`src/verilog/dsi3cr_pkg.sv`:
```
// Shared constants, field layout, CRC step and symbol table for the command/response framer
package dsi3cr_pkg;

  ////////////////////////////////////////////////////////////////////////////
  // Frame geometry
  localparam int FRAME_BITS = 32;
  localparam int CNT_W = 6;
  localparam logic [5:0] LAST_BIT = 6'h1F;
  localparam int NIBBLE_W = 4;
  localparam int NIBBLES = 8;
  localparam logic [2:0] LAST_NIBBLE = 3'h7;

  // Field positions inside a 32-bit frame, first bit on the wire is bit 31
  localparam int ADDR_LSB = 28;
  localparam int CMD_LSB = 24;
  localparam int HIGH_LSB = 16;
  localparam int LOW_LSB = 8;
  localparam int CRC_LSB = 0;
  localparam int PAIR_LSB = 17;
  localparam int PAIR_W = 7;

  ////////////////////////////////////////////////////////////////////////////
  // CRC: x^8+x^5+x^3+x^2+x+1 with an all-ones seed
  localparam logic [7:0] CRC_POLY = 8'h2F;
  localparam logic [7:0] CRC_SEED = 8'hFF;
  localparam logic [7:0] CRC_GOOD = 8'h00;
  localparam logic [7:0] CRC_PAD = 8'h00;

  // Addresses and command codes
  localparam logic [3:0] GLOBAL_ADDR = 4'h0;
  localparam logic [3:0] CMD_REG_READ = 4'h0;

  // Chip current level codes
  localparam logic [1:0] CHIP_QUIET = 2'h0;
  localparam logic [1:0] CHIP_ONE = 2'h1;
  localparam logic [1:0] CHIP_TWO = 2'h2;
  localparam logic [1:0] LAST_CHIP = 2'h2;

  ////////////////////////////////////////////////////////////////////////////
  // One serial CRC step: the message bit enters at the bottom and the bit
  // leaving the top decides the feedback, so a good frame plus check ends at zero
  function automatic logic [7:0] dsi3cr_crc_step(input logic [7:0] crc, input logic bit_in);
    logic fb;
    fb = crc[7];
    dsi3cr_crc_step = {crc[6:0], bit_in} ^ (fb ? CRC_POLY : 8'h00);
  endfunction

  // Nibble to symbol: {first, second, third} chip level codes
  function automatic logic [5:0] dsi3cr_symbol(input logic [3:0] nib);
    case (nib)
      4'h0: dsi3cr_symbol = {CHIP_ONE, CHIP_ONE, CHIP_QUIET};
      4'h1: dsi3cr_symbol = {CHIP_TWO, CHIP_ONE, CHIP_ONE};
      4'h2: dsi3cr_symbol = {CHIP_ONE, CHIP_QUIET, CHIP_TWO};
      4'h3: dsi3cr_symbol = {CHIP_TWO, CHIP_QUIET, CHIP_TWO};
      4'h4: dsi3cr_symbol = {CHIP_ONE, CHIP_QUIET, CHIP_QUIET};
      4'h5: dsi3cr_symbol = {CHIP_TWO, CHIP_ONE, CHIP_TWO};
      4'h6: dsi3cr_symbol = {CHIP_ONE, CHIP_ONE, CHIP_TWO};
      4'h7: dsi3cr_symbol = {CHIP_TWO, CHIP_QUIET, CHIP_ONE};
      4'h8: dsi3cr_symbol = {CHIP_TWO, CHIP_TWO, CHIP_QUIET};
      4'h9: dsi3cr_symbol = {CHIP_TWO, CHIP_ONE, CHIP_QUIET};
      4'hA: dsi3cr_symbol = {CHIP_ONE, CHIP_TWO, CHIP_TWO};
      4'hB: dsi3cr_symbol = {CHIP_TWO, CHIP_TWO, CHIP_ONE};
      4'hC: dsi3cr_symbol = {CHIP_ONE, CHIP_TWO, CHIP_QUIET};
      4'hD: dsi3cr_symbol = {CHIP_TWO, CHIP_QUIET, CHIP_QUIET};
      4'hE: dsi3cr_symbol = {CHIP_ONE, CHIP_QUIET, CHIP_ONE};
      default: dsi3cr_symbol = {CHIP_ONE, CHIP_TWO, CHIP_ONE};
    endcase
  endfunction

endpackage

```
`src/verilog/dsi3cr_fifo.sv`:
```
// Small nibble FIFO with a registered head word
`timescale 1ns/10ps
module dsi3cr_fifo #(
  parameter int WIDTH = 4,
  parameter int DEPTH = 8
) (
  input wire logic sys_clk,
  input wire logic sys_rst,
  input wire logic in_valid,
  output logic in_ready,
  input wire logic [WIDTH-1:0] in_data,
  output logic out_valid,
  input wire logic out_ready,
  output logic [WIDTH-1:0] out_data,
  output logic empty
);
  localparam int AW = $clog2(DEPTH);

  ////////////////////////////////////////////////////////////////////////////
  // Storage and pointers
  logic [WIDTH-1:0] mem [DEPTH];
  logic [AW-1:0] wr_ptr;
  logic [AW-1:0] rd_ptr;
  logic [AW:0] count; // Words held in the array, head register not counted

  wire push = in_valid && in_ready;
  // Refill the head register whenever it is free or being taken
  wire head_free = !out_valid || out_ready;
  wire pop = head_free && (count != '0);

  assign in_ready = (count != (AW+1)'(DEPTH));
  assign empty = (count == '0) && !out_valid;

  // Array write side
  always_ff @(posedge sys_clk)
  begin
    if (push)
      mem[wr_ptr] <= in_data;
  end

  // Pointers and fill level
  always_ff @(posedge sys_clk)
  begin
    if (sys_rst)
    begin
      wr_ptr <= '0;
      rd_ptr <= '0;
      count <= '0;
    end
    else
    begin
      if (push)
        wr_ptr <= AW'((wr_ptr + 1'b1) % DEPTH);
      if (pop)
        rd_ptr <= AW'((rd_ptr + 1'b1) % DEPTH);
      count <= count + (AW+1)'(push) - (AW+1)'(pop);
    end
  end

  // Head register, so read data leave a flip-flop
  always_ff @(posedge sys_clk)
  begin
    if (sys_rst)
    begin
      out_valid <= 1'b0;
      out_data <= '0;
    end
    else if (pop)
    begin
      out_valid <= 1'b1;
      out_data <= mem[rd_ptr];
    end
    else if (out_ready)
      out_valid <= 1'b0;
  end
endmodule

```
`src/verilog/dsi3cr_framer.sv`:
```
// Command receive, check and response symbol transmit for command/response mode
`timescale 1ns/10ps
// Functional notes
// - Command: address, code, two bytes, CRC
// - Act only when address matches own
// - CRC over all 32 command bits
// - Bad CRC: drop, no response
// - Seed, shift all bits, zero means good
// - Polynomial 0x2F, all-ones seed
// - Response is 32 bits, five fields
// - Echo command, send own address
// - Upper byte from pair address plus one
// - Lower byte from pair address plus zero
// - One three-chip symbol per nibble
// - Chips take three current levels
// - Fixed nibble to chip table
// - Every symbol starts non-quiescent, changes
// - Exchanges only between master and addressed slave
// - Response CRC, same seed, eight zeros appended
// - Reads to other or global address ignored
module dsi3cr_framer #(
  parameter int CHIP_CYCLES = 16,
  parameter int FIFO_DEPTH = 8
) (
  input wire logic sys_clk,
  input wire logic sys_rst,
  input wire logic cmd_start,
  input wire logic cmd_bit_valid,
  input wire logic cmd_bit,
  input wire logic [3:0] node_address_store,
  output logic [6:0] register_pair_address,
  input wire logic [7:0] upper_register_byte,
  input wire logic [7:0] lower_register_byte,
  output logic cmd_accepted,
  output logic [3:0] cmd_code,
  output logic [7:0] extended_data_byte,
  output logic [7:0] cmd_register_data,
  output logic crc_error,
  output logic frame_dropped,
  output logic [1:0] response_current_unit,
  output logic response_active
);

  ////////////////////////////////////////////////////////////////////////////
  // Framer state machine
  typedef enum logic [2:0] {
    DSI3CR_IDLE = 3'b001,
    DSI3CR_CHECK = 3'b010,
    DSI3CR_PUSH = 3'b100
  } dsi3cr_state_type;

  // Chip transmitter state machine
  typedef enum logic [1:0] {
    DSI3CR_TX_IDLE = 2'b01,
    DSI3CR_TX_CHIP = 2'b10
  } dsi3cr_tx_type;

  localparam int TW = $clog2(CHIP_CYCLES + 1);
  localparam logic [TW-1:0] CHIP_END = TW'(CHIP_CYCLES - 1);

  dsi3cr_state_type state; // Framer state
  dsi3cr_state_type next_state;
  dsi3cr_tx_type tx_state; // Transmitter state
  dsi3cr_tx_type next_tx_state;

  logic [31:0] frame; // Received bits, first bit ends in bit 31
  logic [7:0] crc; // Running check register
  logic [5:0] bit_count; // Bits taken in this frame
  logic frame_done; // Set one cycle after the 32nd bit
  logic [31:0] resp_word; // Response held while it is pushed
  logic [2:0] nib_idx; // Nibble being pushed, counts down
  logic [5:0] symbol; // Chips of the symbol on the wire
  logic [1:0] chip_idx; // Chip within the symbol
  logic [TW-1:0] chip_timer; // Cycles spent in the current chip

  ////////////////////////////////////////////////////////////////////////////
  // Decode of the finished frame
  wire [3:0] rx_addr = frame[dsi3cr_pkg::ADDR_LSB +: 4];
  wire [3:0] rx_cmd = frame[dsi3cr_pkg::CMD_LSB +: 4];
  wire crc_ok = (crc == dsi3cr_pkg::CRC_GOOD);
  wire addr_match = (rx_addr == node_address_store);
  wire global_read = (rx_addr == dsi3cr_pkg::GLOBAL_ADDR)
                   && (rx_cmd == dsi3cr_pkg::CMD_REG_READ);
  wire take_cmd = crc_ok && addr_match && !global_read;

  // Response busy until the last chip has gone out
  wire fifo_empty;
  wire tx_busy = !fifo_empty || (tx_state != DSI3CR_TX_IDLE);

  // FIFO handshakes
  wire push_ready;
  wire push_valid = (state == DSI3CR_PUSH);
  wire [3:0] push_data = resp_word[{nib_idx, 2'b00} +: 4];
  wire sym_valid;
  wire [3:0] sym_nibble;
  wire chip_last_cycle = (chip_timer == CHIP_END);
  wire symbol_end = (tx_state == DSI3CR_TX_CHIP) && chip_last_cycle
                  && (chip_idx == dsi3cr_pkg::LAST_CHIP);
  // Take a new nibble when idle or right at the end of a symbol
  wire sym_ready = (tx_state == DSI3CR_TX_IDLE) || symbol_end;
  wire sym_take = sym_valid && sym_ready;
  // Chip codes of the nibble at the buffer head, named so one chip can be picked
  wire [5:0] sym_lookup = dsi3cr_pkg::dsi3cr_symbol(sym_nibble);

  ////////////////////////////////////////////////////////////////////////////
  // Response CRC: 24 bits then eight zeros through the same register
  function automatic logic [7:0] dsi3cr_resp_crc(input logic [23:0] body);
    logic [31:0] msg;
    logic [7:0] c;
    msg = {body, dsi3cr_pkg::CRC_PAD};
    c = dsi3cr_pkg::CRC_SEED;
    for (int i = 31; i >= 0; i--)
      c = dsi3cr_pkg::dsi3cr_crc_step(c, msg[i]);
    dsi3cr_resp_crc = c;
  endfunction

  wire [23:0] resp_body = {node_address_store, rx_cmd, upper_register_byte,
                           lower_register_byte};
  wire [31:0] next_resp = {resp_body, dsi3cr_resp_crc(resp_body)};

  assign register_pair_address = frame[dsi3cr_pkg::PAIR_LSB +: dsi3cr_pkg::PAIR_W];

  ////////////////////////////////////////////////////////////////////////////
  // Serial receive: shift register, bit counter and CRC
  // 32-bit frame, MSB first
  always_ff @(posedge sys_clk)
  begin
    if (sys_rst)
    begin
      frame <= '0;
      crc <= dsi3cr_pkg::CRC_SEED;
      bit_count <= '0;
      frame_done <= 1'b0;
    end
    else if (cmd_start)
    begin
      // A new frame discards whatever partial frame was in progress
      crc <= dsi3cr_pkg::CRC_SEED;
      bit_count <= '0;
      frame_done <= 1'b0;
    end
    else
    begin
      frame_done <= 1'b0;
      // Bits after the 32nd are ignored until the next start
      if (cmd_bit_valid && !bit_count[5])
      begin
        frame <= {frame[30:0], cmd_bit};
        crc <= dsi3cr_pkg::dsi3cr_crc_step(crc, cmd_bit);
        bit_count <= bit_count + 6'h01;
        frame_done <= (bit_count == dsi3cr_pkg::LAST_BIT);
      end
    end
  end

  ////////////////////////////////////////////////////////////////////////////
  // Framer next state
  always_comb
  begin
    next_state = state;
    case (state)
      DSI3CR_IDLE:
        if (frame_done && !tx_busy)
          next_state = DSI3CR_CHECK;
      DSI3CR_CHECK:
        next_state = take_cmd ? DSI3CR_PUSH : DSI3CR_IDLE;
      DSI3CR_PUSH:
        if (push_ready && (nib_idx == '0))
          next_state = DSI3CR_IDLE;
      default:
        next_state = DSI3CR_IDLE;
    endcase
  end

  // Framer registers and reporting pulses
  always_ff @(posedge sys_clk)
  begin
    if (sys_rst)
    begin
      state <= DSI3CR_IDLE;
      resp_word <= '0;
      nib_idx <= '0;
      cmd_accepted <= 1'b0;
      cmd_code <= '0;
      extended_data_byte <= '0;
      cmd_register_data <= '0;
      crc_error <= 1'b0;
      frame_dropped <= 1'b0;
    end
    else
    begin
      state <= next_state;
      cmd_accepted <= (state == DSI3CR_CHECK) && take_cmd;
      crc_error <= (state == DSI3CR_CHECK) && !crc_ok;
      // Frames arriving while a response is still going out are lost
      frame_dropped <= (state == DSI3CR_IDLE) && frame_done && tx_busy;
      if ((state == DSI3CR_CHECK) && take_cmd)
      begin
        // Register bytes are sampled here, when decode completes
        resp_word <= next_resp;
        nib_idx <= dsi3cr_pkg::LAST_NIBBLE;
        cmd_code <= rx_cmd;
        extended_data_byte <= frame[dsi3cr_pkg::HIGH_LSB +: 8];
        cmd_register_data <= frame[dsi3cr_pkg::LOW_LSB +: 8];
      end
      else if (push_valid && push_ready)
        nib_idx <= nib_idx - 3'h1;
    end
  end

  ////////////////////////////////////////////////////////////////////////////
  // Nibble buffer between framer and chip transmitter
  dsi3cr_fifo #(
    .WIDTH(dsi3cr_pkg::NIBBLE_W),
    .DEPTH(FIFO_DEPTH)
  ) u_fifo (
    .sys_clk(sys_clk),
    .sys_rst(sys_rst),
    .in_valid(push_valid),
    .in_ready(push_ready),
    .in_data(push_data),
    .out_valid(sym_valid),
    .out_ready(sym_ready),
    .out_data(sym_nibble),
    .empty(fifo_empty)
  );

  ////////////////////////////////////////////////////////////////////////////
  // Transmitter next state
  always_comb
  begin
    next_tx_state = tx_state;
    case (tx_state)
      DSI3CR_TX_IDLE:
        if (sym_valid)
          next_tx_state = DSI3CR_TX_CHIP;
      DSI3CR_TX_CHIP:
        // Back-to-back symbols keep the line busy without a gap
        if (symbol_end && !sym_valid)
          next_tx_state = DSI3CR_TX_IDLE;
      default:
        next_tx_state = DSI3CR_TX_IDLE;
    endcase
  end

  // Chip sequencing and current level output
  // three chips per nibble
  always_ff @(posedge sys_clk)
  begin
    if (sys_rst)
    begin
      tx_state <= DSI3CR_TX_IDLE;
      symbol <= '0;
      chip_idx <= '0;
      chip_timer <= '0;
    end
    else
    begin
      tx_state <= next_tx_state;
      if (sym_take)
      begin
        symbol <= sym_lookup;
        chip_idx <= '0;
        chip_timer <= '0;
      end
      else if (tx_state == DSI3CR_TX_CHIP)
      begin
        chip_timer <= chip_last_cycle ? '0 : chip_timer + TW'(1);
        if (chip_last_cycle)
          chip_idx <= chip_idx + 2'h1;
      end
    end
  end

  always_ff @(posedge sys_clk)
  begin
    if (sys_rst)
      response_current_unit <= dsi3cr_pkg::CHIP_QUIET;
    else if (next_tx_state != DSI3CR_TX_CHIP)
      response_current_unit <= dsi3cr_pkg::CHIP_QUIET;
    else if (sym_take)
      response_current_unit <= sym_lookup[5:4];
    else if (chip_last_cycle)
      response_current_unit <= (chip_idx == 2'h0) ? symbol[3:2] : symbol[1:0];
  end

  assign response_active = (tx_state == DSI3CR_TX_CHIP);
endmodule

```
`config.mk`:
```
export PLATFORM = sky130hd
export DESIGN_NAME = dsi3cr_framer
export DESIGN_NICKNAME = d
export VERILOG_FILES = /design/src/verilog/dsi3cr_pkg.sv /design/src/verilog/dsi3cr_fifo.sv /design/src/verilog/dsi3cr_framer.sv
export SDC_FILE = /design/constraint.sdc
export NUM_CORES = 1
export LEC_CHECK = 0
export BUFFER_PORTS_ARGS = -buffer_cell sky130_fd_sc_hd__buf_4
export CORE_MARGIN = 3
export CORE_UTILIZATION = 54
export CTS_CLUSTER_DIAMETER = 150
export CTS_CLUSTER_SIZE = 12
export DETAILED_ROUTE_END_ITERATION = 6
export MAX_ROUTING_LAYER = met4
export PLACE_DENSITY_LB_ADDON = 0.3
export SLEW_MARGIN = 20
export SYNTH_ARGS = -nofsm -noshare
export SYNTH_HDL_FRONTEND = slang
export SYNTH_SLANG_ARGS = --single-unit
export TNS_END_PERCENT = 100
```
`constraint.sdc`:
```
create_clock -name sys_clk -period 2.55 [get_ports sys_clk]
set_input_delay 0.255 -clock sys_clk [delete_from_list [all_inputs] [get_ports sys_clk]]
set_output_delay 0.255 -clock sys_clk [all_outputs]
set_load 0.005 [all_outputs]
```
# After elaboration in Yosys (flattened, before gate mapping)
# Memories as Yosys holds them, arrays and structs flattened. A register that Yosys moved wholly into a read port is not among the register bits.
# Index checks and enable logic that the tools add are counted.
# op_classes
add_sub_neg	8
bitwise	35
n_reduce_logical	43
mux	47
n_shift	1
n_eq_ne	14
# op_table
op	count
bitwise XOR 8 x 6 -> 8 bit	30
2-to-1 mux 6 bit	30
indexed part select 32 x 6 -> 4 bit	1
logical AND 1 bit	17
2-to-1 mux 3 bit	5
inverter 5 bit	3
logical NOT 4 bit	3
2-to-1 mux 2 bit	5
one-hot mux 3 bit (3 select lines)	1
logical NOT 8 bit	1
adder 3 x 1 -> 3 bit (second input constant)	2
adder 6 x 1 -> 6 bit (second input constant)	1
== test 6 x 5 -> 1 bit (second input constant)	1
logical NOT 1 bit	6
inequality test 2 bit (second input constant)	3
AND reduction 2 bit	3
nonzero test 2 bit	3
OR reduction 2 bit	3
adder 5 x 1 -> 5 bit (second input constant)	1
== test 5 x 4 -> 1 bit (second input constant)	1
2-to-1 mux 5 bit	1
adder 4 x 1 -> 4 bit	1
== test 2 bit (second input constant)	2
== test 4 bit	1
other kinds (17)	23
# word_totals
romBits	96
memories	2
ff_bits	134
ramBits	32
output_inout_bits	33
inputBits	25
word_cells	172
# memory_table
name	depth	word_bits	read_ports	rd_clocked_by_memory_dff	wr	line_no	text
(no name shown)	16	6	1	0	0	dsi3cr_pkg.sv:50	case (nib)
u_fifo.mem	8	4	1	1	1	dsi3cr_fifo.sv:21	logic [WIDTH-1:0] mem [DEPTH];

# Logic depth before layout (Yosys ltp)
# Gate-level depths: netlist (run 1).
# depth
word_depth	60
ltp_mapped	12
mapped_depth_nobuf	11

# By module
# From an unflattened synthesis (run 1), not the netlist that was laid out.
# unflattened
cells_unflattened	810
area_unflattened_um2	7766.2
# modules_own_cells
mod	cells_per_inst	seq_area_each_um2	n_inst	area_each_um2
dsi3cr_framer	679	2382.3	1	5810.6
dsi3cr_fifo	131	1261.2	1	1955.6

# Least setup slack after synthesis (run 1)
# No wires, ideal clock.
# synth_timing
kind	register to register
startpoint	register chip_timer[0]
endpoint	register u_fifo.count[2]
synth_period_minus_slack_ps	2736
t_arrival_ps	2609
stages_incl_launch_ff	13
path_slack_ps	-186
path_buffers	1
setup_ps	128
t_required_ps	2422
cell_sequence	dfxtp_1 > ha_1 > nor3b_1 > a31oi_1 > a22oi_1 > clkbuf_1 > ha_1 > inv_1 > ha_1 > inv_1 > fa_1 > xor2_1 > nor2_1
# synth_between
elab_chain_len	7
# synth_rtl
element	line_no	text
start, declared	dsi3cr_framer.sv:74	logic [TW-1:0] chip_timer;
start signal, assigned	dsi3cr_framer.sv:268	chip_timer <= chip_last_cycle ? '0 : chip_timer + TW'(1);
== test 5 x 4 -> 1 bit	dsi3cr_framer.sv:96	wire chip_last_cycle = (chip_timer == CHIP_END);
logical AND 1 bit	dsi3cr_framer.sv:97	wire symbol_end = (tx_state == DSI3CR_TX_CHIP) && chip_last_cycle
logical AND 1 bit	dsi3cr_framer.sv:98	&& (chip_idx == dsi3cr_pkg::LAST_CHIP);
logical OR 1 bit	dsi3cr_framer.sv:100	wire sym_ready = (tx_state == DSI3CR_TX_IDLE) || symbol_end;
logical OR 1 bit	dsi3cr_fifo.sv:28	wire head_free = !out_valid || out_ready;
logical AND 1 bit	dsi3cr_fifo.sv:29	wire pop = head_free && (count != '0);
named net u_fifo.pop	dsi3cr_fifo.sv:29	
subtractor 4 x 1 -> 4 bit	dsi3cr_fifo.sv:56	count <= count + (AW+1)'(push) - (AW+1)'(pop);
end signal, assigned	dsi3cr_fifo.sv:56	
end, declared	dsi3cr_fifo.sv:24	logic [AW:0] count;
# The timed path passes the listed nets, and every way through them passes these cells.
# A chain may end at the register's enable or synchronous reset.

# Final worst setup path (run 1)
# layout_timing
startpoint	register frame[27]
endpoint	register resp_word[3]
# layout_between
elab_chain_len	35
word_cells_on_any_way	50
classes_between	17 x mux; 28 x bitwise; 5 x reduce/logical
# layout_rtl
element	line_no	text
start, declared	dsi3cr_framer.sv:66	logic [31:0] frame;
start signal, assigned	dsi3cr_framer.sv:148	frame <= {frame[30:0], cmd_bit};
bitwise XOR 8 x 6 -> 8 bit (8 in a row)	dsi3cr_pkg.sv:45	dsi3cr_crc_step = {crc[6:0], bit_in} ^ (fb ? CRC_POLY : 8'h00);
2-to-1 mux 6 bit	dsi3cr_pkg.sv:45	
bitwise XOR 8 x 6 -> 8 bit (3 in a row)	dsi3cr_pkg.sv:45	
2-to-1 mux 6 bit	dsi3cr_pkg.sv:45	
bitwise XOR 8 x 6 -> 8 bit (3 in a row)	dsi3cr_pkg.sv:45	
2-to-1 mux 6 bit	dsi3cr_pkg.sv:45	
bitwise XOR 8 x 6 -> 8 bit (3 in a row)	dsi3cr_pkg.sv:45	
2-to-1 mux 6 bit	dsi3cr_pkg.sv:45	
bitwise XOR 8 x 6 -> 8 bit (3 in a row)	dsi3cr_pkg.sv:45	
2-to-1 mux 6 bit	dsi3cr_pkg.sv:45	
bitwise XOR 8 x 6 -> 8 bit (3 in a row)	dsi3cr_pkg.sv:45	
2-to-1 mux 6 bit	dsi3cr_pkg.sv:45	
bitwise XOR 8 x 6 -> 8 bit (3 in a row)	dsi3cr_pkg.sv:45	
2-to-1 mux 6 bit	dsi3cr_pkg.sv:45	
bitwise XOR 8 x 6 -> 8 bit (2 in a row)	dsi3cr_pkg.sv:45	
end signal, assigned	dsi3cr_framer.sv:200	resp_word <= next_resp;
end, declared	dsi3cr_framer.sv:70	logic [31:0] resp_word;
# Parallel ways exist; a longest one is shown, timed or not.

==> results of run 1 <==
## flip-flops by register name, summed over array words and instances (netlist names)
signal and count:
cmd_register_data 8, state 3, response_current_unit 2, chip_timer 5, tx_state 2, extended_data_byte 8
frame_dropped 1, u_fifo.out_data 4, chip_idx 2, crc 8, cmd_accepted 1, u_fifo.count 4
frame_done 1, u_fifo.out_valid 1, symbol 4, u_fifo.mem 32, cmd_code 3, bit_count 6
nib_idx 3, u_fifo.rd_ptr 3, u_fifo.wr_ptr 3, resp_word 29, frame 32, crc_error 1
## placed cells by master, fill, tap and decap left out, drive strengths merged, types with 3 or more instances in the layout
cell	n
clkinv	4
nand3	8
o21ai	7
nand4	3
nand2b	11
xor2	19
nor2	50
xnor2	47
mux2i	13
a211oi	10
inv	22
nor2b	7
a31oi	4
dfxtp	134
nor3	5
xor3	4
edfxtp	32
a21o	3
a21oi	92
nand2	203
and3	3
xnor3	11
o211ai	8
buf	94
clkbuf	21
ha	21
mux4	16
## kinds of logic after synthesis
logic type | count (synthesis)
AO/OA/AOI/OAI | 130
XOR/XNOR | 81
adder cells (fa/ha/maj) | 22
buffers and inverters | 79
flip-flops | 166
multiplexers | 29
AND/OR/NAND/NOR | 304
## critical path, stage by stage, from the launching register on
cell	delay, ns
dfxtp_2	0.32
xor3_2	0.46
buf_4	0.17
xnor3_2	0.28
xnor2_4	0.19
xnor2_2	0.22
xnor3_2	0.44
and2_4	0.17
o21ai_1	0.12
a21oi_1	0.07
## what timing repair did
action | in CTS | in global routing
buffers inserted | 1 | 2
setup endpoints to repair | 3 | 8
cloned | 0 | 0
gates resized for setup | 0 | 14
pin swaps | 1 | 17
## area by class of cell
class,instances,area (µm²),share of cell area
Clock buffer,21,480,0.0526
Clock inverter,11,135,0.0148
Inverter,17,63.8,0.00698
Multi-Input combinational cell,566,3850,0.422
Sequential cell,166,3650,0.399
Tap cell,180,225,0.0246
Timing Repair Buffer,94,734,0.0804
## metal layers
metal | track usage | wire length, µm
met1 | 0.249 | 6930
met2 | 0.351 | 7820
met3 | 0.0509 | 648
met4 | 0.0574 | 229
met5 | - | 0
## path summary, 6_finish.rpt
kind	cells after the start	startpoint	endpoint	slack, ns
max	9	frame[27]	resp_word[3]	-0.01
min	3	cmd_bit	frame[0]	0.1
max reg2reg	9	frame[27]	resp_word[3]	-0.01
min reg2reg	2	resp_word[15]	resp_word[15]	0.45
## where the power goes
part           internal [mW]  switching, mW
combinational           1.19           1.02
sequential              2.78          0.165
clock                   1.57           1.06
total                   5.54           2.25
## synth_stat cells, types with 4 or more instances
master / count
a211oi_1: 10
a21oi_1: 92
a31oi_1: 4
buf_1: 4
buf_4: 13
clkbuf_1: 38
dfxtp_1: 134
edfxtp_1: 32
ha_1: 21
inv_1: 17
mux2i_1: 13
mux4_2: 16
nand2_1: 203
nand2b_1: 11
nand3_1: 8
nor2_1: 50
nor2b_1: 7
nor3_1: 5
o211ai_1: 8
o21ai_0: 6
xnor2_1: 41
xnor3_1: 5
xnor3_2: 5
xor2_1: 19
## metrics by stage
step	instance area, µm²	setup WS [ns]	utilization	total power [mW]	TNS [ns]
finish	9140	-0.0123	0.653	7.79	-0.0123
global route	9140	-0.0943	0.653	8.18	-0.363
CTS	9050	0.0233	0.647	7.67	0
detailed placement	8430	-0.0970	0.603	5.02	-0.333
global placement	8430	-0.0161	0.603	4.91	-0.0161
floorplan	7810	-0.00713	-	4.55	-0.00713
==> metrics.txt, run 1 <==
run status=complete, but fails checks; violated checks=setup timing; achievable clock frequency=~0.4 GHz; number of rows created at floorplan=43; share of flip-flops with an asynchronous set or reset after synthesis=0; number of ports placed on the die boundary=58; total clock buffers created by CTS=17; proportion of synthesized area in mux cells=0.0629; GPL Wtd Cong=0.867; # Max-Cap Violations=0; via count of the first global-routing pass=about 5600; initial antenna violation count=0; Final Setup Violations=1; largest cells by area after synthesis=dfxtp_1 (34%), edfxtp_1 (12%), nand2_1 (9.8%), a21oi_1 (5.9%), mux4_2 (4.6%); Adder-Cell Fraction of Synth Area=0.0362; largest net degree at the start of global routing=just under 60; remaining design rule violation count=0; CP Max Fanout=4; crit path kind=reg2reg; min setup slack post-route=-0.0123 ns; IR Drop Worst-Case VDD=552 µV; Arr. time, crit path=between 2 and 3 ns; register bit count reported by yosys=roughly 170; starting density of the core=0.558; post-layout min period=2.56 ns; Max-Slew Margin vs Limit=0.520; CTS Hold Bufs=0; Final Hold Fails=0; main combinational cell family by area after synthesis=simple AND/OR/NAND/NOR gates; number of synthesized flops with an enable pin=32; unrepaired setup endpoints after global routing=true; clk sink count=~170; area of the mapped netlist=0.00780 mm²; number of pins with negative max-slew slack in the final report=0; die height=~130 µm; Distinct cells, synth=a little over 50; Final HPWL DP=~11000 µm; TritonRoute pass-1 iters=5; fraction of synthesized cell area taken by the top area cell type=0.344; biggest area consumer among synthesized cells=dfxtp_1; # nets final=between 900 and 1000; Port-buffer cells=57; simple-gate portion of the synthesized area=0.162; layout-stage area growth over the synthesis result=17.1%; xor and xnor area share after synthesis=0.130; average wire per standard cell=about 15 µm; Period Utilization, post-route=1.00; number of vias per cell=between 5 and 6; CTS clk-pin slew, worst paths=roughly 0.070 ns; average size of a mapped cell=around 9.6 µm²; sum of overflow across all layers after global routing=0; clock insertion delay at the later pin of the skew report=roughly 0.42 ns; count of placed standard cells in the final layout, fillers left out=roughly 1100; Antenna Cells=0; Core Footprint=0.0140 mm²; placed cell count=a little over 1000; Seq/Total Area, Yosys=0.467; synthesized-area fraction occupied by ao, oa, aoi and oai cells=0.0930; P per Cell Area=852 mW/mm²; antenna viol nets, final=0; count of H-tree levels built during CTS=4; endpoint required time on the critical path=~2.9 ns; layout cell share with drive strength beyond 1=0.198; count of fill cells added during filler insertion=roughly 1100; Routed WL=approximately 16000 µm; first-pass GRT wire length=between 20000 and 30000 µm; transition time at the pin with the least slew margin=about 0.72 ns; YS warnings=0; overall global routing resource usage=0.208; sort of element at the end of the critical path=flop; horizontal extent of the die=between 100 and 150 µm; leakage power=3.39 nW; type of the most critical hold path=in2reg; number of vias after detailed routing=between 5000 and 6000; most used flip-flop cell after synthesis=dfxtp_1; CTS tree=built; violation count after the first detailed-route iteration=326; clock tree root driver cell=clkbuf_16; number of cells produced by synthesis=811; worst clock skew=roughly 0.0069 ns; worst hold margin=between 0.09 and 0.1 ns; maximum clock insertion buffer count=2; floorplan die area=between 0.015 and 0.02 mm²; category of the worst setup path launch point=flop; post-synth net total=858
Power figures use the tool's default switching activity.
==> inputs of run 2 (changes only) <==
- CORE_ASPECT_RATIO: unset -> 1.25
- CTS_CLUSTER_DIAMETER: 150 -> 120
==> metrics.txt, run 2 (synthesis results as in run 1) <==
run status=complete, but fails checks (unchanged); violated checks=setup timing (unchanged); via count of the first global-routing pass=5637 (was 5624); achievable clock frequency=0.389 GHz (was 0.390 GHz); Final HPWL DP=11500 µm (was 10900 µm); Antenna Cells=0 (unchanged); Period Utilization, post-route=1.01 (was 1.00); sum of overflow across all layers after global routing=0 (unchanged); CTS Hold Bufs=0 (unchanged); worst hold margin=0.102 ns (was 0.0966 ns); # Max-Cap Violations=0 (unchanged); clock tree root driver cell=clkbuf_16 (unchanged); number of pins with negative max-slew slack in the final report=0 (unchanged); commonest non-fill, non-tap cell in the layout=nand2_1 (unchanged); horizontal extent of the die=114 µm (was 126 µm); transition time at the pin with the least slew margin=0.640 ns (was 0.718 ns); power share of the clock group=0.342 (was 0.338); Regs by FF count=frame (32), u_fifo.mem (32), resp_word (29) (unchanged); layout cell share with drive strength beyond 1=0.199 (was 0.198); Max-Slew Margin vs Limit=0.570 (was 0.520); type of the most critical hold path=in2reg (unchanged); number of ports placed on the die boundary=58 (unchanged); min setup slack post-route=-0.0183 ns (was -0.0123 ns); total clock buffers created by CTS=17 (unchanged); maximum clock insertion buffer count=2 (unchanged); worst clock skew=0.00776 ns (was 0.00692 ns); starting density of the core=0.558 (about the same); leakage power=3.41 nW (was 3.39 nW); Final Setup Violations=2 (was 1); clock insertion delay at the later pin of the skew report=0.42 ns (about the same); dpl cell area=0.00841 mm² (was 0.00843 mm²); overall global routing resource usage=0.215 (was 0.208); number of vias per cell=5.38 (was 5.32); # nets final=913 (was 909); post-layout min period=2.57 ns (was 2.56 ns); Port-buffer cells=57 (unchanged); CTS clk-pin slew, worst paths=0.06 ns (was 0.07 ns); first-pass GRT wire length=26900 µm (was 26300 µm); layout-stage area growth over the synthesis result=17.1% (unchanged); count of fill cells added during filler insertion=1111 (was 1104); remaining design rule violation count=0 (unchanged); CTS tree=built (unchanged); die height=140 µm (was 126 µm); clk sink count=166 (unchanged); sort of element at the end of the critical path=flop (unchanged); Pwr Total=7.79 mW (about the same); CP Max Fanout=4 (unchanged); endpoint required time on the critical path=2.83 ns (was 2.85 ns); TritonRoute pass-1 iters=5 (unchanged); Routed WL=16100 µm (was 15600 µm); final standard cell utilization of the core=0.653 (about the same); unrepaired setup endpoints after global routing=true (unchanged); commonest non-fill, non-tap cells in the layout=nand2_1 (203), dfxtp_1 (132), buf_4 (96) (was nand2_1 (203), dfxtp_1 (132), buf_4 (91)); Final Hold Fails=0 (unchanged); largest net degree at the start of global routing=57 (was 58); average wire per standard cell=15.3 µm (was 14.8 µm); crit path kind=reg2reg (unchanged); Core Footprint=0.0140 mm² (about the same); GPL Wtd Cong=0.860 (was 0.867); final design area excluding fillers=0.00914 mm² (unchanged); category of the worst setup path launch point=flop (unchanged); switching power=2.19 mW (was 2.25 mW); sequential share of power=0.378 (about the same); IR Drop Worst-Case VDD=480 µV (was 552 µV); Logic pwr share=0.280 (was 0.284); cell-internal power=5.60 mW (was 5.54 mW); count of H-tree levels built during CTS=4 (unchanged); proportion of total power due to net switching=0.282 (was 0.289); Arr. time, crit path=2.85 ns (was 2.87 ns); violation count after the first detailed-route iteration=268 (was 326); initial antenna violation count=0 (unchanged); number of rows created at floorplan=48 (was 43); P per Cell Area=852 mW/mm² (about the same); number of vias after detailed routing=5670 (was 5615); floorplan die area=0.0159 mm² (about the same); antenna viol nets, final=0 (unchanged)
-- run 2: timing repair --
item                       in CTS  in global routing
resized for setup               2                 12
pin swaps                       4                 18
setup endpoints to repair       3                  9
setup buffers                   1                  6
-- run 2: worst max-delay path: stages (launching register included) --
cell and delay, ns:
dfxtp_2 0.34, xor3_2 0.46, xnor2_4 0.23, buf_6 0.12, xnor3_2 0.28, xnor2_2 0.17
xnor3_2 0.51, and2_4 0.17, o21ai_2 0.10, a21oi_1 0.06
-- run 2: per-stage QoR --
step	TNS [ns]	std cells	setup slack (ns)
after global routing	-0.344	1054	-0.0988
after global placement	-0.0771	1016	-0.0371
after floorplan	-0.00713	811	-0.00713
after CTS	0	1049	0.0242
after detailed placement	-0.310	1016	-0.0942
final	-0.0218	1054	-0.0183
-- run 2: area by class of cell --
cell class / count / area [µm²] / share of cell area
Multi-Input combinational cell: 566 / 3850 / 0.421
Inverter: 17 / 63.8 / 0.00698
Clock inverter: 10 / 143 / 0.0156
Tap cell: 175 / 219 / 0.0240
Sequential cell: 166 / 3650 / 0.399
Timing Repair Buffer: 98 / 743 / 0.0813
Clock buffer: 22 / 475 / 0.0520
-- run 2: path summary, 6_finish.rpt --
| kind | cells past startpoint | from | to | slack (ns) |
|---|---|---|---|---|
| max | 9 | frame[27] | resp_word[3] | -0.02 |
| min | 3 | lower_register_byte[0] | resp_word[8] | 0.10 |
| max reg2reg | 9 | frame[27] | resp_word[3] | -0.02 |
| min reg2reg | 2 | extended_data_byte[4] | extended_data_byte[4] | 0.45 |
-- run 2: power by group through the flow --
| stage | logic, mW | clock network, mW | registers, mW |
|---|---|---|---|
| 2_1_floorplan | 1.64 | 0 | 2.90 |
| 3_3_place_gp | 1.91 | 0 | 2.99 |
| 3_5_place_dp | 2.01 | 0 | 3.00 |
| 4_1_cts | 2.03 | 2.70 | 2.94 |
| 5_1_grt | 2.38 | 2.81 | 2.97 |
| 6_report | 2.18 | 2.66 | 2.94 |
-- run 2: layer usage --
metal / up-vias / share of wire / track usage
li1: 2820 / - / -
met1: 2696 / 0.42 / 0.252
met2: 127 / 0.52 / 0.369
met3: 27 / 0.037 / 0.0406
met4: 0 / 0.022 / 0.0741
met5: - / 0 / -
==> inputs of run 3 (changes only) <==
- CORE_ASPECT_RATIO: 1.25 -> unset
- CORE_UTILIZATION: 54 -> 29
- GPL_TIMING_DRIVEN: unset -> 0
==> metrics.txt, run 3 (synthesis results as in run 1) <==
number of vias after detailed routing=5635 (was 5670); GPL Wtd Cong=0.786 (was 0.860); crit path kind=reg2reg (unchanged); post-layout min period=2.48 ns (was 2.57 ns); die height=170 µm (was 140 µm); CTS tree=built (unchanged); Routed WL=17400 µm (was 16100 µm); overall global routing resource usage=0.126 (was 0.215); first-pass GRT wire length=28100 µm (was 26900 µm); Antenna Cells=0 (unchanged); Critical Path Max Stage Delay=0.52 ns (was 0.51 ns); Final Hold Fails=0 (unchanged); sequential share of power=0.367 (was 0.378); Period Utilization, post-route=0.972 (was 1.01); crit-path cells=xnor2_4 -> xor2_2 -> xnor3_2 -> xnor2_1 -> xnor3_2 -> and2_1 -> o21ai_1 -> a21oi_1 (was xor3_2 -> xnor2_4 -> buf_6 -> xnor3_2 -> xnor2_2 -> xnor3_2 -> and2_4 -> o21ai_2 -> a21oi_1); worst hold path cell count=3 (unchanged); clock tree root driver cell=clkbuf_16 (unchanged); run status=completed (was complete, but fails checks); starting density of the core=0.297 (was 0.558); commonest non-fill, non-tap cell in the layout=nand2_1 (unchanged); transition time at the pin with the least slew margin=0.831 ns (was 0.640 ns); antenna viol nets, final=0 (unchanged); layout-stage area growth over the synthesis result=22.7% (was 17.1%); Max-Slew Margin vs Limit=0.446 (was 0.570); cell-internal power=5.32 mW (was 5.60 mW); proportion of total power due to net switching=0.319 (was 0.282); switching power=2.49 mW (was 2.19 mW); min setup slack post-route=0.0709 ns (was -0.0183 ns); TritonRoute pass-1 iters=4 (was 5); CP Max Fanout=7 (was 4); unrepaired setup endpoints after global routing=true (unchanged); maximum clock insertion buffer count=2 (unchanged); remaining design rule violation count=0 (unchanged); path depth of the worst reg2reg path=8 (was 9); type of the most critical hold path=in2reg (unchanged); largest net degree at the start of global routing=20 (was 57); Crit-path slowest cell=xnor3_2 (unchanged); number of ports placed on the die boundary=58 (unchanged); worst clock skew=0.0167 ns (was 0.00776 ns); clock insertion delay at the later pin of the skew report=0.44 ns (was 0.42 ns); power share of the clock group=0.333 (was 0.342); number of rows created at floorplan=59 (was 48); Regs by FF count=frame (32), u_fifo.mem (32), resp_word (29) (unchanged); leakage power=3.44 nW (was 3.41 nW); Core Footprint=0.0263 mm² (was 0.0140 mm²); total clock buffers created by CTS=17 (unchanged); category of the worst setup path launch point=flop (unchanged); achievable clock frequency=0.403 GHz (was 0.389 GHz); placed cell count=1201 (was 1016); count of H-tree levels built during CTS=4 (unchanged); number of pins with negative max-slew slack in the final report=0 (unchanged); Port-buffer cells=55 (was 57); CTS clk-pin slew, worst paths=0.07 ns (was 0.06 ns); layout cell share with drive strength beyond 1=0.205 (was 0.199); endpoint required time on the critical path=2.85 ns (was 2.83 ns); IR Drop Worst-Case VDD=423 µV (was 480 µV); average wire per standard cell=14.0 µm (was 15.3 µm); horizontal extent of the die=170 µm (was 114 µm); via count of the first global-routing pass=5385 (was 5637); initial antenna violation count=0 (unchanged); family of cells with the greatest summed delay on the critical path=XOR/XNOR gates (unchanged); Logic pwr share=0.301 (was 0.280); critical path depth=8 (was 9); sort of element at the end of the critical path=flop (unchanged); CP bufs+invs=0 (was 1); number of vias per cell=4.52 (was 5.38); count of fill cells added during filler insertion=2694 (was 1111); clk sink count=166 (unchanged); floorplan die area=0.0289 mm² (was 0.0159 mm²); Arr. time, crit path=2.78 ns (was 2.85 ns); final standard cell utilization of the core=0.364 (was 0.653); cell seen most often among critical-path stages=xnor3_2 (unchanged); Final Setup Violations=0 (was 2); P per Cell Area=816 mW/mm² (was 852 mW/mm²); # Max-Cap Violations=0 (unchanged); sum of negative setup slack=0 ns (was -0.0218 ns); commonest non-fill, non-tap cells in the layout=nand2_1 (203), dfxtp_1 (129), a21oi_1 (90) (was nand2_1 (203), dfxtp_1 (132), buf_4 (96)); # nets final=946 (was 913); worst-case setup slack after placement=-0.312 ns (was -0.0942 ns); Final HPWL DP=12500 µm (was 11500 µm); Pwr Total=7.81 mW (was 7.79 mW); violation count after the first detailed-route iteration=376 (was 268); count of placed standard cells in the final layout, fillers left out=1247 (was 1054); sum of overflow across all layers after global routing=0 (unchanged)
==> run 3: changes by cell type in the layout (fill, tap and decap cells not counted), moves of 3 or more <==
cell | previous run | this run
buf_1 | 0 | 3
ha_1 | 21 | 18
dfxtp_4 | 0 | 3
buf_4 | 96 | 84
ha_4 | 0 | 3
dfxtp_1 | 132 | 129
bufinv_16 | 3 | 0
inv_8 | 0 | 4
xor2_1 | 18 | 15
clkbuf_1 | 3 | 33
clkinv_8 | 0 | 4
==> run 3: repair_timing <==
| action | 4_1_cts | 5_1_grt |
|---|---|---|
| endpoints found under the setup margin | 36 | 50 |
| pin swaps | 11 | 17 |
| resized for setup | 14 | 36 |
| hold buffers | 0 | 0 |
| cloned | 0 | 0 |
| setup buffers | 9 | 8 |
==> run 3: path summary, 6_finish.rpt <==
kind                          startpoint            end  slack [ns]
setup / recovery               frame[26]   resp_word[3]        0.07
hold / removal    lower_register_byte[7]  resp_word[15]        0.09
setup reg to reg               frame[26]   resp_word[3]        0.07
hold reg to reg             resp_word[3]   resp_word[3]        0.45
==> run 3: through the flow <==
stage | hold WS, ns | cell area [µm²]
after global placement | 0.436 | 8640
after floorplan | 0.391 | 7810
final | 0.0864 | 9570
after global routing | 0.0844 | 9570
after CTS | 0.0666 | 9370
after detailed placement | 0.444 | 8640
==> run 3: layout make-up <==
cell class / instances / area [µm²] / area share
flip-flops and latches: 166 / 3660 / 0.382
repair buffers: 71 / 541 / 0.0565
inverters: 17 / 63.8 / 0.00666
clock inverters: 15 / 178 / 0.0186
well taps: 335 / 419 / 0.0438
multi-input cells: 566 / 3970 / 0.414
plain buffers: 60 / 324 / 0.0338
clock buffers: 17 / 425 / 0.0444
==> run 3: power by group through the flow <==
| stage | clock network (mW) | registers, mW | logic (mW) |
|---|---|---|---|
| after floorplan | 0 | 2.90 | 1.64 |
| after global placement | 0 | 2.93 | 1.99 |
| after detailed placement | 0 | 2.93 | 2.00 |
| after CTS | 2.66 | 2.87 | 2.17 |
| after global routing | 2.76 | 2.88 | 2.60 |
| final | 2.60 | 2.86 | 2.35 |
==> run 3: routing by layer <==
layer | wire (µm) | vias to the layer above | share of wire | global-route usage
met5 | 0 | - | 0 | -
met4 | 144 | 0 | 0.0083 | 0.0321
met3 | 409 | 10 | 0.023 | 0.0267
met2 | 8330 | 66 | 0.48 | 0.196
met1 | 8530 | 2669 | 0.49 | 0.167
li1 | - | 2890 | - | -
==> run 3: tightest hold or removal path, stage by stage <==
cell and delay, ns:
buf_4 0.12, nand2_1 0.05, a21oi_1 0.05
